==> src/rac_pkg.sv <==
/*
  Shared constants, field layouts and types for the real-time clock alarm
  control block. Assumes a 32-bit APB register bus and a surrounding clock
  and calendar that supply rollover strobes and the prescaler position.
*/
// Overview of operation
// RQ1 - Alarm events happen only while the alarm enable bit is set.
// RQ2 - With wrap enabled, the repeat counter rolls from 0x00 to 0xFF and continues.
// RQ3 - With wrap disabled, the repeat counter stops once it reaches zero.
// RQ4 - An event at count zero without wrap clears the alarm enable bit.
// RQ5 - While disabled, the pulse initial value is writable and sets the pulse level.
// RQ6 - While enabled, pulse initial value ignores writes and reads the live pulse.
// RQ7 - Software rereads counter until two reads match when read-unsafe is set.
// RQ8 - Read-unsafe reads zero only when more than 32 clocks from rollover.
// RQ9 - Interval codes 0 to 9 select half-second up to year; others reserved.
// RQ10 - Yearly alarm on February 29th fires only in leap years.
// RQ11 - Software avoids writing fields while module on and read-unsafe set.
// RQ12 - Alarm control register is reset only by power-on reset.
// RQ13 - Upper sixteen bits of alarm control always read as zero.
// RQ14 - Each event toggles the pulse and decrements the counter with stop or wrap.
package rac_pkg;

  // Register byte offsets on the APB bus.
  localparam logic [7:0] RAC_OFF_CTRL = 8'h00;
  localparam logic [7:0] RAC_OFF_IRQ_STAT = 8'h04;
  localparam logic [7:0] RAC_OFF_IRQ_MASK = 8'h08;

  // Field positions inside the alarm control word.
  localparam int unsigned RAC_BIT_ENABLE = 15;
  localparam int unsigned RAC_BIT_WRAP = 14;
  localparam int unsigned RAC_BIT_PULSE_INIT = 13;
  localparam int unsigned RAC_BIT_UNSAFE = 12;
  localparam int unsigned RAC_INTV_LSB = 8;
  localparam int unsigned RAC_CNT_LSB = 0;

  // Repeat counter limits and reset values.
  localparam logic [7:0] RAC_CNT_MIN = 8'h00;
  localparam logic [7:0] RAC_CNT_MAX = 8'hFF;
  localparam logic [14:0] RAC_CTRL_RST = 15'h0000;
  localparam logic [2:0] RAC_IRQ_RST = 3'h0;

  // Read-unsafe guard window, in real-time clock periods.
  localparam int unsigned RAC_SYNC_GUARD = 32;

  // Interval select codes.
  localparam logic [3:0] RAC_INTV_HALF_SEC = 4'h0;
  localparam logic [3:0] RAC_INTV_YEAR = 4'h9;
  localparam int unsigned RAC_NUM_INTV = 10;

  // Interrupt status bit positions.
  localparam int unsigned RAC_IRQ_ALARM = 0;
  localparam int unsigned RAC_IRQ_AUTO_OFF = 1;
  localparam int unsigned RAC_IRQ_UNSAFE_WR = 2;
  localparam int unsigned RAC_IRQ_W = 3;

  // Stored part of the alarm control register; read-unsafe is live.
  typedef struct packed {
    logic enable;
    logic wrap;
    logic pulse_init;
    logic [3:0] interval;
    logic [7:0] count;
  } rac_ctrl_t;

  // One APB request as driven on the bus, not registered.
  typedef struct packed {
    logic [7:0] addr;
    logic write;
    logic [31:0] wdata;
  } rac_apb_req_t;

  // Bus answer sequencer states.
  typedef enum logic [1:0] {
    RAC_ST_IDLE = 2'b01,
    RAC_ST_ANS = 2'b10
  } rac_apb_st_t;

endpackage : rac_pkg
==> src/rac_alarm_control.sv <==
/*
  Alarm control register of the real-time clock, with APB slave, repeat
  counter, alarm pulse, read-unsafe flag and interrupt logic. Assumes srst
  is the power-on reset, sys_rst any other reset, and that the calendar
  provides rollover strobes and the prescaler distance to rollover.
*/
`timescale 1ns/10ps
`default_nettype none
module rac_alarm_control
  import rac_pkg::*;
#(
  parameter int unsigned PRESC_W = 15,
  parameter int unsigned NUM_INTV = RAC_NUM_INTV
) (
  input wire logic clk,
  input wire logic srst,
  input wire logic sys_rst,
  input wire logic psel,
  input wire logic penable,
  input wire logic pwrite,
  input wire logic [7:0] paddr,
  input wire logic [31:0] pwdata,
  output logic [31:0] prdata,
  output logic pready,
  output logic pslverr,
  input wire logic [NUM_INTV-1:0] rollover_strobe,
  input wire logic alarm_feb29,
  input wire logic leap_year,
  input wire logic [PRESC_W-1:0] ticks_to_rollover,
  input wire logic clock_module_on,
  output logic alarm_pulse,
  output logic irq
);

  // The prescaler distance must be able to hold the guard window.
  if (PRESC_W < 6 || PRESC_W > 31) begin : g_chk
    $error("rac_alarm_control: PRESC_W must be 6 to 31");
  end

  rac_apb_st_t st_r, st_nxt;
  rac_apb_req_t req;
  rac_ctrl_t ctrl_r, ctrl_nxt;
  logic [31:0] prdata_r, prdata_nxt, rd_word;
  logic pready_r, pready_nxt, pslverr_r, pslverr_nxt;
  logic unsafe_r, unsafe_nxt;
  logic [RAC_IRQ_W-1:0] stat_r, stat_nxt, mask_r, mask_nxt, stat_set;
  logic irq_r, irq_nxt;
  logic addr_hit, wr_go, wr_ctrl, wr_stat, wr_mask;
  logic sel_fire, alarm_evt, auto_off;

  assign req = '{addr: paddr, write: pwrite, wdata: pwdata};
  assign prdata = prdata_r;
  assign pready = pready_r;
  assign pslverr = pslverr_r;
  assign alarm_pulse = ctrl_r.pulse_init;
  assign irq = irq_r;

  // Address decode and commit strobes; a write lands on the completing edge.
  assign addr_hit = (req.addr == RAC_OFF_CTRL) || (req.addr == RAC_OFF_IRQ_STAT) ||
                    (req.addr == RAC_OFF_IRQ_MASK);
  assign wr_go = (st_r == RAC_ST_ANS) && psel && penable && pready_r && req.write;
  assign wr_ctrl = wr_go && (req.addr == RAC_OFF_CTRL);
  assign wr_stat = wr_go && (req.addr == RAC_OFF_IRQ_STAT);
  assign wr_mask = wr_go && (req.addr == RAC_OFF_IRQ_MASK);

  // Read word assembly; the top half of the control word is always zero.
  always_comb begin
    rd_word = 32'h0000_0000; // [RQ13]
    case (req.addr)
      RAC_OFF_CTRL: begin
        rd_word[RAC_BIT_ENABLE] = ctrl_r.enable;
        rd_word[RAC_BIT_WRAP] = ctrl_r.wrap;
        rd_word[RAC_BIT_PULSE_INIT] = ctrl_r.pulse_init; // [RQ6]
        rd_word[RAC_BIT_UNSAFE] = unsafe_r; // [RQ8]
        rd_word[RAC_INTV_LSB+:4] = ctrl_r.interval;
        rd_word[RAC_CNT_LSB+:8] = ctrl_r.count;
      end
      RAC_OFF_IRQ_STAT: begin
        rd_word[RAC_IRQ_W-1:0] = stat_r;
      end
      RAC_OFF_IRQ_MASK: begin
        rd_word[RAC_IRQ_W-1:0] = mask_r;
      end
      default: begin
        rd_word = 32'h0000_0000;
      end
    endcase
  end

  // Bus sequencer: the setup edge loads the answer, so pready is high
  // throughout the first access cycle and transfers take two cycles.
  always_comb begin
    st_nxt = st_r;
    pready_nxt = 1'b0;
    pslverr_nxt = 1'b0;
    prdata_nxt = prdata_r;
    case (st_r)
      RAC_ST_IDLE: begin
        if (psel && !penable) begin
          st_nxt = RAC_ST_ANS;
          pready_nxt = 1'b1;
          pslverr_nxt = !addr_hit;
          prdata_nxt = req.write ? 32'h0000_0000 : rd_word;
        end
      end
      RAC_ST_ANS: begin
        st_nxt = RAC_ST_IDLE;
      end
      default: begin
        st_nxt = RAC_ST_IDLE;
      end
    endcase
  end

  // The bus side answers only to the power-on reset.
  always_ff @(posedge clk) begin
    if (srst) begin
      st_r <= RAC_ST_IDLE;
      pready_r <= 1'b0;
      pslverr_r <= 1'b0;
      prdata_r <= 32'h0000_0000;
    end else begin
      st_r <= st_nxt;
      pready_r <= pready_nxt;
      pslverr_r <= pslverr_nxt;
      prdata_r <= prdata_nxt;
    end
  end

  // Interval strobe selection.
  rac_interval_sel #(
    .NUM_INTV(NUM_INTV)
  ) u_sel (
    .interval(ctrl_r.interval),
    .rollover_strobe(rollover_strobe),
    .feb29_selected(alarm_feb29),
    .leap_year(leap_year),
    .fire(sel_fire)
  );

  // No event is produced unless the alarm is armed.
  assign alarm_evt = ctrl_r.enable && sel_fire; // [RQ1]

  // Control register update. Hardware events act after a same-cycle write,
  // so the counter and pulse follow the event, and enable keeps the written value unless auto-off clears it; software is told not to
  // write near a rollover, which keeps this rare.
  always_comb begin
    ctrl_nxt = ctrl_r;
    auto_off = 1'b0;
    if (wr_ctrl) begin
      ctrl_nxt.enable = req.wdata[RAC_BIT_ENABLE];
      ctrl_nxt.wrap = req.wdata[RAC_BIT_WRAP];
      ctrl_nxt.interval = req.wdata[RAC_INTV_LSB+:4];
      ctrl_nxt.count = req.wdata[RAC_CNT_LSB+:8];
      if (!ctrl_r.enable) begin
        ctrl_nxt.pulse_init = req.wdata[RAC_BIT_PULSE_INIT]; // [RQ5] [RQ6]
      end
    end
    if (alarm_evt) begin
      ctrl_nxt.pulse_init = !ctrl_r.pulse_init; // [RQ14]
      if (ctrl_r.count == RAC_CNT_MIN) begin
        if (ctrl_r.wrap) begin
          ctrl_nxt.count = RAC_CNT_MAX; // [RQ2]
        end else begin
          ctrl_nxt.count = RAC_CNT_MIN; // [RQ3]
          ctrl_nxt.enable = 1'b0; // [RQ4]
          auto_off = 1'b1;
        end
      end else begin
        ctrl_nxt.count = ctrl_r.count - 8'h01; // [RQ14]
      end
    end
  end

  // Other resets leave the alarm settings untouched.
  always_ff @(posedge clk) begin
    if (srst) begin
      ctrl_r <= RAC_CTRL_RST; // [RQ12]
    end else begin
      ctrl_r <= ctrl_nxt;
    end
  end

  // Read-unsafe flag: safe only beyond the guard window, registered once.
  always_comb begin
    unsafe_nxt = (32'(ticks_to_rollover) <= RAC_SYNC_GUARD); // [RQ8]
  end

  always_ff @(posedge clk) begin
    if (srst) begin
      unsafe_r <= 1'b1;
    end else begin
      unsafe_r <= unsafe_nxt;
    end
  end

  // Interrupt status: set wins over a write-one-to-clear in the same cycle.
  // A control write that lands while the module is on and the flag is raised is recorded, since the
  // outcome of such a write can race a rollover.
  always_comb begin
    stat_set = '0;
    stat_set[RAC_IRQ_ALARM] = alarm_evt;
    stat_set[RAC_IRQ_AUTO_OFF] = auto_off;
    stat_set[RAC_IRQ_UNSAFE_WR] = wr_ctrl && clock_module_on && unsafe_r; // [RQ11]
    stat_nxt = stat_r;
    if (wr_stat) begin
      stat_nxt = stat_r & ~req.wdata[RAC_IRQ_W-1:0];
    end
    stat_nxt = stat_nxt | stat_set;
    mask_nxt = wr_mask ? req.wdata[RAC_IRQ_W-1:0] : mask_r;
    irq_nxt = |(stat_nxt & mask_nxt);
  end

  // Interrupt state follows every reset, unlike the alarm settings.
  always_ff @(posedge clk) begin
    if (srst || sys_rst) begin
      stat_r <= RAC_IRQ_RST;
      mask_r <= RAC_IRQ_RST;
      irq_r <= 1'b0;
    end else begin
      stat_r <= stat_nxt;
      mask_r <= mask_nxt;
      irq_r <= irq_nxt;
    end
  end
endmodule : rac_alarm_control
`default_nettype wire

==> src/rac_interval_sel.sv <==
/*
  Interval selector: picks the rollover strobe that matches the selected
  alarm interval. Assumes one strobe per interval, each a one-cycle pulse
  from the calendar counters that already includes the time match.
*/
`timescale 1ns/10ps
`default_nettype none
module rac_interval_sel
  import rac_pkg::*;
#(
  parameter int unsigned NUM_INTV = RAC_NUM_INTV
) (
  input wire logic [3:0] interval,
  input wire logic [NUM_INTV-1:0] rollover_strobe,
  input wire logic feb29_selected,
  input wire logic leap_year,
  output logic fire
);

  // The code space holds at most sixteen intervals.
  if (NUM_INTV < 1 || NUM_INTV > 16) begin : g_chk
    $error("rac_interval_sel: NUM_INTV must be 1 to 16");
  end

  logic leap_block;

  // A yearly alarm on the 29th of February is held off outside leap years.
  assign leap_block = (interval == RAC_INTV_YEAR) && feb29_selected && !leap_year; // [RQ10]

  // Reserved codes select nothing, so no event can come from them.
  always_comb begin
    fire = 1'b0;
    if (32'(interval) < NUM_INTV) begin // [RQ9]
      fire = rollover_strobe[interval] && !leap_block;
    end
  end

endmodule : rac_interval_sel
`default_nettype wire

==> config.mk <==
export PLATFORM = sky130hd
export DESIGN_NAME = rac_alarm_control
export DESIGN_NICKNAME = d
export VERILOG_FILES = /design/src/rac_pkg.sv /design/src/rac_alarm_control.sv /design/src/rac_interval_sel.sv
export SDC_FILE = /design/constraint.sdc
export NUM_CORES = 1
export LEC_CHECK = 0
export BUFFER_PORTS_ARGS = -buffer_cell sky130_fd_sc_hd__buf_2
export CELL_PAD_IN_SITES_DETAIL_PLACEMENT = 1
export CELL_PAD_IN_SITES_GLOBAL_PLACEMENT = 1
export CORE_ASPECT_RATIO = 1.4
export CORE_UTILIZATION = 29
export CTS_CLUSTER_SIZE = 40
export DETAILED_ROUTE_END_ITERATION = 8
export GPL_TIMING_DRIVEN = 0
export PLACE_DENSITY_LB_ADDON = 0.1
export SYNTH_ARGS = -nofsm -noshare
export SYNTH_HDL_FRONTEND = slang
export SYNTH_SLANG_ARGS = --single-unit
==> constraint.sdc <==
create_clock -name clk -period 1.91 [get_ports clk]
set_input_delay 0.191 -clock clk [delete_from_list [all_inputs] [get_ports clk]]
set_output_delay 0.191 -clock clk [all_outputs]
set_load 0.01 [all_outputs]
==> results of run 1 <==
flip-flops by register name, summed over array words and instances (netlist names):
name and cells:
unsafe_r 1, mask_r 3, pready 1, st_r 2, prdata 16, alarm_pulse 1
pslverr 1, ctrl_r 14, irq 1, stat_r 3
stage by stage:
| stage | area, sq um | cells | utilization (%) | setup TNS (ns) | hold slack (ns) |
|---|---|---|---|---|---|
| detailed placement | 2840 | 466 | 37.8 | -5.85 | 0.443 |
| global route | 3100 | 483 | 41.4 | -0.274 | 0.131 |
| finish | 3100 | 483 | 41.4 | 0 | 0.125 |
| CTS | 3030 | 479 | 40.4 | 0 | 0.125 |
| global placement | 2840 | 466 | 37.8 | -4.86 | 0.440 |
| floorplan | 2340 | 294 | - | 0 | 0.327 |
cell families (layout without fill, tap and decap cells):
| logic type | count (synthesis) | in the layout | share of synthesized area (%) |
|---|---|---|---|
| adder cells (fa/ha/maj) | 2 | 2 | 1.10 |
| flip-flops | 43 | 43 | 37.7 |
| AND/OR/NAND/NOR | 109 | 109 | 25.0 |
| other | 1 | 16 | 0.164 |
| multiplexers | 12 | 12 | 5.48 |
| buffers and inverters | 44 | 136 | 10.2 |
| XOR/XNOR | 2 | 2 | 0.767 |
| AO/OA/AOI/OAI | 66 | 66 | 19.6 |
layer usage:
| metal | routed length, um | share of wire, % | global-route usage [%] | vias to the layer above |
|---|---|---|---|---|
| met2 | 3900 | 54 | 34.8 | 65 |
| met3 | 317 | 4.4 | 3.15 | 12 |
| li1 | - | - | - | 1176 |
| met1 | 2830 | 39 | 19.4 | 1102 |
| met5 | 0 | 0 | 0 | - |
| met4 | 165 | 2.3 | 8.09 | 0 |
timing repair:
item                                    in CTS  in global routing
resized for setup                           13                 19
hold buffers                                 0                  0
endpoints found under the setup margin      17                 12
setup buffers                                7                  6
pin swaps                                    4                  7
endpoints found under the hold margin        0                  0
power breakdown:
group          total (mW)  leakage (nW)  switching (mW)  internal [mW]
clock               0.594        0.0470           0.310          0.284
sequential          0.901         0.350         0.00338          0.897
combinational       0.169         0.991          0.0858         0.0827
worst max-delay path, delay by kind of cell (launching register included):
| kind | cells | cell delay, ns |
|---|---|---|
| AOI/OAI and AO/OA | 3 | 0.44 |
| buffers and inverters | 2 | 0.27 |
| DFF | 1 | 0.33 |
| muxes | 1 | 0.22 |
| and+or+nand+nor | 2 | 0.56 |
how the worst max path moves through the flow:
stage	slack [ns]	endpoint
2_1_floorplan	0.08	ctrl_r[6]$_SDFFE_PP0P_
6_report	0.01	ctrl_r[4]$_SDFFE_PP0P_
3_3_place_gp	-0.31	ctrl_r[1]$_SDFFE_PP0P_
5_1_grt	-0.08	ctrl_r[4]$_SDFFE_PP0P_
4_1_cts	0.01	ctrl_r[0]$_SDFFE_PP0P_
3_5_place_dp	-0.35	ctrl_r[1]$_SDFFE_PP0P_
placed cells by master, fill, tap and decap left out, types with 3 or more instances in the layout:
cell	count
buf_2	76
dfxtp_1	39
nor2_1	34
nand2_1	30
buf_4	27
a21oi_1	21
a22oi_1	16
conb_1	16
inv_1	12
clkbuf_1	9
mux2i_1	6
nand4_1	6
clkbuf_8	6
o21ai_0	5
buf_6	4
nor3_1	4
nand3b_1	4
o32ai_1	4
mux2_2	3
o22ai_1	3
nor4_1	3
o21ai_1	3
area by class of cell:
class	instances	area, sq um	area share (%)
multi-input cells	207	1310	42.2
flip-flops and latches	43	871	28.1
repair buffers	88	480	15.5
plain buffers	29	189	6.09
well taps	97	121	3.91
clock buffers	6	82.6	2.66
inverters	12	45.0	1.45
clock inverters	1	5.00	0.161
==> flow_summary.json, run 1 <==
{
  "syn_to_final_growth_pct": 35.9,
  "ys_top_cells_by_count": "43 x dfxtp_1, 35 x nor2_1, 31 x nand2_1",
  "hold_viol": 0,
  "setup_slack_ns": 0.0113,
  "finalWirelength_mm": 7.20,
  "grt_usage_pct": 18.3,
  "grt_overflow": 0,
  "yosys_warnings": 0,
  "crit_slowest_cell": "or4_1",
  "syn_avg_cell_area_sq_um": 8.19,
  "fp-row-count": 37,
  "leakage_nw": 1.39,
  "cts_tree": "done",
  "ys_seq_area_share_pct": 37.7,
  "h-tree-depth": 2,
  "slew_headroom_pct": 50.9,
  "hold_path.class": "in2reg",
  "final_nets": 462,
  "syn_area_sq_um": 2280,
  "worstHoldPathCells": 3,
  "first_pass_iters": 4,
  "rsz0062_at_grt": "yes",
  "path_cells": "buf_6 -> mux2i_2 -> o32ai_2 -> or4_1 -> nand4_1 -> buf_6 -> a21oi_1 -> o32ai_1",
  "die_w_um": 77.0,
  "vias_per_cell": 4.88,
  "pin_count": 110,
  "root_buffer": "clkbuf_8",
  "start_util_pct": 30.5,
  "rr_worst_depth": 8,
  "power.density_nw_per_um2": 536,
  "clock_skew_ns": 0.00998,
  "grt_pass1_vias": 2433,
  "yosysUniqueCellTypes": 47,
  "arrival_ns": 2.11,
  "crit_start": "ctrl_r[8]$_SDFFE_PP0N_",
  "status": "completed",
  "cp_common_cell": "buf_6",
  "first_iter_violations": 87,
  "finalCritPeriodShare_pct": 99.4,
  "cts_buffers": 5,
  "drive_gt1_share_pct": 36.5,
  "synth.top_cell.area_share_pct": 37.7,
  "dieArea_sq_um": 8240,
  "slowest_delay_ns": 0.43,
  "min_to": "ctrl_r[8]$_SDFFE_PP0N_",
  "synth_edf_count": 0,
  "path_class": "reg2reg",
  "core_sq_um": 7500,
  "synth_ff_type": "dfxtp_1",
  "start_kind": "register",
  "synth_most_common_cell": "dfxtp_1",
  "drcViolationCount": 0,
  "reg2reg_from": "ctrl_r[8]$_SDFFE_PP0N_",
  "setup_viol": 0,
  "yosys_register_bits": 43,
  "postRouteAntennaNets": 0,
  "fp.dieH_um": 107,
  "clockBufferDepth": 2,
  "clk_pin_slew_ns": 0.07,
  "power_mw": 1.66,
  "r2r_setup_slack_ns": 0.01,
  "synthCells": 279,
  "routabilityCongestion": 0.768,
  "clk-insertion-delay-late_ns": 0.30,
  "fmax_mhz": 527,
  "fill_cells": 962,
  "min_from": "pwdata[8]",
  "tightest_slew_ns": 0.729,
  "io_buffers": 75,
  "antenna_cells": 0,
  "synth_top_cell_by_area": "dfxtp_1",
  "grt_max_degree": 13,
  "grt_pass1_wl_mm": 11.7,
  "hpwl_mm": 5.50,
  "ir_worst_vdd_mv": 0.301,
  "async_flop_share_pct": 0,
  "pre_cts_ws_ns": -0.347,
  "cp_max_fo": 7,
  "antenna_found_initial": 0,
  "maxCapViolations": 0,
  "cp-end-kind": "register",
  "slew_viol_final": 0,
  "synthTopCellsByArea": "dfxtp_1 38%, nor2_1 5.8%, buf_4 5.6%, a22oi_1 5.3%, nand2_1 5.1%",
  "num_vias": 2355,
  "timing.rr.end": "ctrl_r[4]$_SDFFE_PP0P_",
  "cp.required_ns": 2.12,
  "finalCriticalPeriod_ns": 1.90,
  "wire_per_inst_um": 14.9,
  "cts_sinks": 43
}
(Power assumes the default switching activity.)
==> inputs of run 2 (changes only) <==
--- a/config.mk
+++ b/config.mk
@@ -8,12 +8,12 @@
 export BUFFER_PORTS_ARGS = -buffer_cell sky130_fd_sc_hd__buf_2
 export CELL_PAD_IN_SITES_DETAIL_PLACEMENT = 1
 export CELL_PAD_IN_SITES_GLOBAL_PLACEMENT = 1
-export CORE_ASPECT_RATIO = 1.4
 export CORE_UTILIZATION = 29
 export CTS_CLUSTER_SIZE = 40
 export DETAILED_ROUTE_END_ITERATION = 8
 export GPL_TIMING_DRIVEN = 0
 export PLACE_DENSITY_LB_ADDON = 0.1
+export REMOVE_ABC_BUFFERS = 1
 export SYNTH_ARGS = -nofsm -noshare
 export SYNTH_HDL_FRONTEND = slang
 export SYNTH_SLANG_ARGS = --single-unit
==> run 2 against run 1 <==
  * The run now ends with setup timing left
  * Power rose by 1.6%
  * Cell count fell by 3.1%
  * Utilization fell by 1.1 points
  * Wire length fell by 5.6%
  * Clock skew fell by 0.0042 ns
  * Fmax fell by 2.8%
  * Worst hold slack improved by 0.0073 ns
  * Combinational power fell by 11%
  * Clock power rose by 8.1%
  * Clock-buffer cell count rose by 2
  * Sequential share of layout area rose by 0.16 points
  * Global-route usage fell by 1.2 points
==> flow_summary.json, run 2 (synthesis gave the netlist of run 1 again) <==
{
  "status": "finished, violations left",
  "violations": "setup timing",
  "grt_max_degree": 40,
  "h-tree-depth": 2,
  "multi_input_area_sq_um": 1390,
  "crit_slowest_cell": "dfxtp_2",
  "fmax_mhz": 512,
  "internal_power_mw": 1.29,
  "finalWirelength_mm": 6.80,
  "hpwl_mm": 4.71,
  "first_iter_violations": 58,
  "setup_viol": 1,
  "worstHoldPathCells": 3,
  "cp.required_ns": 2.15,
  "die_w_um": 90.8,
  "min_from": "pwdata[9]",
  "p_comb_share_pct": 8.9,
  "leakage_nw": 1.34,
  "netSwitchingFraction_pct": 23.6,
  "fp-row-count": 32,
  "syn_to_final_growth_pct": 35.7,
  "finalCritPeriodShare_pct": 102,
  "drt-met1-wl_mm": 3.13,
  "grt_pass1_wl_mm": 11.3,
  "r2r_setup_slack_ns": -0.04,
  "grt_pass1_vias": 2311,
  "clk_pin_slew_ns": 0.08,
  "cts_hold_buf": 0,
  "switchingPower_uw": 400,
  "rr_worst_depth": 7,
  "reg2reg_from": "st_r[0]$_SDFFE_PP1P_",
  "slowest_delay_ns": 0.32,
  "cts_tree": "done",
  "clockBufferDepth": 2,
  "utilization_pct": 40.3,
  "postRouteAntennaNets": 0,
  "slew_headroom_pct": 49.4,
  "placed_cell_area_sq_um": 2680,
  "cp_max_fo": 4,
  "arrival_ns": 2.19,
  "seq_power_share_pct": 53.1,
  "fill_cells": 968,
  "num_vias": 2281,
  "power_mw": 1.69,
  "fp.dieH_um": 90.8,
  "path_class": "reg2reg",
  "clk-insertion-delay-late_ns": 0.29,
  "dpl.cell_count": 441,
  "dieArea_sq_um": 8240,
  "layout_common_cells": "76 x buf_2, 38 x dfxtp_1, 34 x nor2_1",
  "pin_count": 110,
  "grt_overflow": 0,
  "drcViolationCount": 0,
  "clock_skew_ns": 0.00578,
  "finalCriticalPeriod_ns": 1.95,
  "largest_reg_flops": 16,
  "cp-end-kind": "register",
  "wl_met2_mm": 3.30,
  "cts_buffers": 5,
  "cts_sinks": 43,
  "p_clk_share_pct": 38.0,
  "io_buffers": 76,
  "wl_met3_um": 317,
  "final_cells": 468,
  "rsz0062_at_grt": "yes",
  "root_buffer": "clkbuf_8",
  "min_to": "ctrl_r[9]$_SDFFE_PP0N_",
  "ir_worst_vdd_mv": 0.231,
  "antenna_cells": 0,
  "routabilityCongestion": 0.736,
  "start_kind": "register",
  "setup_slack_ns": -0.0429,
  "timing.rr.end": "irq$_SDFF_PP0_",
  "grt_usage_pct": 17.1,
  "stdcell_area_sq_um": 3100,
  "wire_per_inst_um": 14.5,
  "core_sq_um": 7690,
  "hold_path.class": "in2reg",
  "cp_common_cell": "buf_4",
  "slew_viol_final": 0,
  "path_cells": "nand4b_1 -> buf_4 -> nor4b_4 -> buf_4 -> mux2_4 -> o31ai_2 -> a221o_1",
  "power.density_nw_per_um2": 545,
  "vias_per_cell": 4.87,
  "hold_viol": 0,
  "final_nets": 441,
  "route.top_layer_used": "met4",
  "tightest_slew_ns": 0.759,
  "seq_area_sq_um": 875,
  "antenna_found_initial": 0,
  "first_pass_iters": 4,
  "final_common_cell": "buf_2",
  "worst_hold_slack_ns": 0.132,
  "start_util_pct": 29.7,
  "drive_gt1_share_pct": 38.3,
  "maxCapViolations": 0
}
-- run 2: cell count changes in the layout (fill, tap and decap cells not counted), sizes merged --
cell and delta:
clkinv -1, buf -11, clkbuf -8
-- run 2: power groups by stage --
stage	sequential (mW)	combinational, mW	clock, mW
2_1_floorplan	0.924	0.0474	0
3_5_place_dp	0.923	0.140	0
4_1_cts	0.901	0.147	0.675
3_3_place_gp	0.923	0.138	0
5_1_grt	0.899	0.165	0.713
6_report	0.898	0.150	0.642
-- run 2: routing by layer --
layer / vias to the layer above / track usage, %
li1: 1129 / -
met3: 5 / 3.28
met1: 1073 / 21.6
met5: - / 0
met4: 0 / 4.03
met2: 74 / 29.7
-- run 2: final cells by class --
cell class / instances / area share [%]
multi-input combinational: 207 / 45.0
tap: 102 / 4.12
inverter: 12 / 1.45
sequential: 43 / 28.2
timing repair buffer: 96 / 18.0
clock buffer: 8 / 3.23
-- run 2: worst max path at each step --
stage	from	endpoint	slack [ns]	depth (start not counted)
finish	st_r[0]$_SDFFE_PP1P_	irq$_SDFF_PP0_	-0.04	7
global placement	penable	prdata[8]$_SDFFE_PP0P_	-2.22	5
global route	st_r[0]$_SDFFE_PP1P_	irq$_SDFF_PP0_	-0.15	7
detailed placement	penable	prdata[11]$_SDFFE_PP0P_	-0.92	6
CTS	st_r[0]$_SDFFE_PP1P_	irq$_SDFF_PP0_	-0.07	6
floorplan	st_r[1]$_SDFFE_PP0P_	prdata[10]$_SDFFE_PP0P_	-0.37	4
-- run 2: stage by stage --
| step | TNS [ns] | setup WS, ns |
|---|---|---|
| CTS | -0.225 | -0.0725 |
| global placement | -36.16 | -2.22 |
| detailed placement | -18.92 | -0.915 |
| finish | -0.0429 | -0.0429 |
| floorplan | -4.95 | -0.370 |
| global route | -0.299 | -0.152 |
-- run 2: timing repair --
| item | 4_1_cts | 5_1_grt |
|---|---|---|
| gates resized for setup | 16 | 22 |
| pin swaps | 3 | 9 |
| setup buffers | 10 | 9 |
| setup endpoints to repair | 35 | 25 |
-- run 2: critical path: cells and delay by family (launching register included) --
kind,cells,cell delay (ns)
AOI/OAI and AO/OA,2,0.35
buffers and inverters,2,0.38
DFF,1,0.32
muxes,1,0.31
and+or+nand+nor,2,0.53
==> inputs of run 3 (changes only) <==
--- a/config.mk
+++ b/config.mk
@@ -8,7 +8,7 @@
 export BUFFER_PORTS_ARGS = -buffer_cell sky130_fd_sc_hd__buf_2
 export CELL_PAD_IN_SITES_DETAIL_PLACEMENT = 1
 export CELL_PAD_IN_SITES_GLOBAL_PLACEMENT = 1
-export CORE_UTILIZATION = 29
+export CORE_UTILIZATION = 35
 export CTS_CLUSTER_SIZE = 40
 export DETAILED_ROUTE_END_ITERATION = 8
 export GPL_TIMING_DRIVEN = 0
==> constraint.sdc (replaced) <==
create_clock -name clk -period 2.3 [get_ports clk]
set_input_delay 0.23 -clock clk [delete_from_list [all_inputs] [get_ports clk]]
set_output_delay 0.23 -clock clk [all_outputs]
set_load 0.01 [all_outputs]
==> run 3 against run 2 <==
  * The run now ends clean
  * Wire length shrank 7.8%
  * Clock power is 9.5% lower
  * Non-clock buffer count fell by 15
  * Critical endpoint unchanged
  * Largest power group unchanged
==> flow_summary.json, run 3 (synthesis gave the netlist of run 1 again) <==
{
  "dieArea_sq_um": 6860,
  "slew_viol_final": 0,
  "start_kind": "register",
  "grt_pass1_wl_mm": 9.77,
  "first_iter_violations": 74,
  "grt_usage_pct": 18.8,
  "cts_hold_buf": 0,
  "status": "completed",
  "power.density_nw_per_um2": 515,
  "die_w_um": 82.8,
  "maxCapViolations": 0,
  "cp.required_ns": 2.54,
  "wire_per_inst_um": 14.7,
  "core_sq_um": 6310,
  "use_met2_pct": 32.3,
  "start_util_pct": 36.2,
  "vias_per_cell": 5.21,
  "cts_sinks": 43,
  "multi_input_area_sq_um": 1280,
  "hold_path.class": "in2reg",
  "fp.dieH_um": 82.8,
  "busiest_layer": "met2",
  "clk_pin_slew_ns": 0.08,
  "largest_reg_flops": 16,
  "grt_max_degree": 40,
  "fmax_mhz": 476,
  "syn_to_final_growth_pct": 22.8,
  "setup_viol": 0,
  "pre_cts_ws_ns": -0.258,
  "clockBufferDepth": 2,
  "first_pass_iters": 4,
  "antenna_found_initial": 0,
  "routabilityCongestion": 0.731,
  "met1_usage_pct": 23.6,
  "clock_skew_ns": 0.00457,
  "seq_area_sq_um": 861,
  "grt_pass1_vias": 2069,
  "utilization_pct": 44.4,
  "clk-insertion-delay-late_ns": 0.29,
  "finalWirelength_mm": 6.27,
  "finalCriticalPeriod_ns": 2.10,
  "root_buffer": "clkbuf_8",
  "cp_max_fo": 12,
  "layout_common_cells": "76 x buf_2, 43 x dfxtp_1, 34 x nor2_1",
  "tightest_slew_ns": 0.728,
  "fill_cells": 822,
  "num_vias": 2223,
  "fp-row-count": 29,
  "grt_overflow": 0,
  "setup_slack_ns": 0.199,
  "grtUsageMet3_pct": 3.72,
  "pin_count": 110,
  "rsz0062_at_grt": "no",
  "cp-end-kind": "register",
  "hold_viol": 0,
  "final_nets": 426,
  "cts_tree": "done",
  "hpwl_mm": 4.56,
  "h-tree-depth": 2,
  "finalCritPeriodShare_pct": 91.3,
  "leakage_nw": 1.20,
  "io_buffers": 76,
  "antenna_cells": 0,
  "postRouteAntennaNets": 0,
  "slew_headroom_pct": 51.5,
  "drive_gt1_share_pct": 29.7,
  "arrival_ns": 2.34,
  "path_class": "reg2reg",
  "drcViolationCount": 0,
  "cts_buffers": 5,
  "final_common_cell": "buf_2",
  "ir_worst_vdd_mv": 0.385
}
[run 3: changes by cell type in the layout (fill, tap and decap cells not counted), moves of 3 or more]
| cell | change |
|---|---|
| dfxtp_1 | +5 |
| mux2i_2 | -3 |
| dfxtp_4 | -3 |
| buf_4 | -12 |
| mux2i_1 | +3 |
[run 3: per-stage QoR]
| step | power, mW | TNS, ns | cells | hold slack, ns | area [sq um] |
|---|---|---|---|---|---|
| 3_5_place_dp | 0.880 | -2.82 | 416 | 0.486 | 2640 |
| 3_3_place_gp | 0.879 | -19.83 | 415 | 0.476 | 2630 |
| 5_1_grt | 1.50 | 0 | 427 | 0.164 | 2810 |
| 6_report | 1.44 | 0 | 427 | 0.174 | 2810 |
| 2_1_floorplan | 0.807 | 0 | 262 | 0.299 | 2150 |
| 4_1_cts | 1.46 | 0 | 423 | 0.164 | 2770 |
[run 3: metal layers]
| metal | vias up | part of all wire, % |
|---|---|---|
| met4 | 0 | 1.3 |
| met5 | - | 0 |
| met2 | 64 | 48 |
| met3 | 8 | 4.8 |
| li1 | 1098 | - |
| met1 | 1053 | 46 |
[run 3: repair_timing]
item                       CTS  global route
gates resized for setup      5             1
setup endpoints to repair   19             9
buffers inserted             0             4
pin swaps                    0             2
[run 3: layout make-up]
cell class              instances  area share (%)
clock buffers                   6            2.59
clock inverters                 1            1.07
inverters                      12            1.61
multi-input cells             207            45.7
flip-flops and latches         43            30.7
well taps                      77            3.43
repair buffers                 81            14.9
[run 3: report_power, final]
part / total, mW / internal [mW] / switching (mW)
Combinational: 0.114 / 0.0490 / 0.0651
Clock: 0.581 / 0.319 / 0.262
Sequential: 0.749 / 0.747 / 0.00161
Total: 1.44 / 1.12 / 0.329
[run 3: worst max-delay path, stage by stage, from the launching register on]
cell and delay (ns):
dfxtp_1 0.32, nand4b_1 0.31, or3_1 0.42, nor2_2 0.48
nand3_1 0.22, nand2_1 0.12, a221o_1 0.17
[run 3: path summary, 6_finish.rpt]
| check | slack (ns) | end | startpoint | cells after the start |
|---|---|---|---|---|
| setup / recovery | 0.20 | irq$_SDFF_PP0_ | st_r[0]$_SDFFE_PP1P_ | 6 |
| hold / removal | 0.17 | ctrl_r[8]$_SDFFE_PP0N_ | pwdata[8] | 3 |
| setup reg to reg | 0.20 | irq$_SDFF_PP0_ | st_r[0]$_SDFFE_PP1P_ | 6 |
| hold reg to reg | 0.51 | ctrl_r[11]$_SDFFE_PP0N_ | ctrl_r[11]$_SDFFE_PP0N_ | 2 |
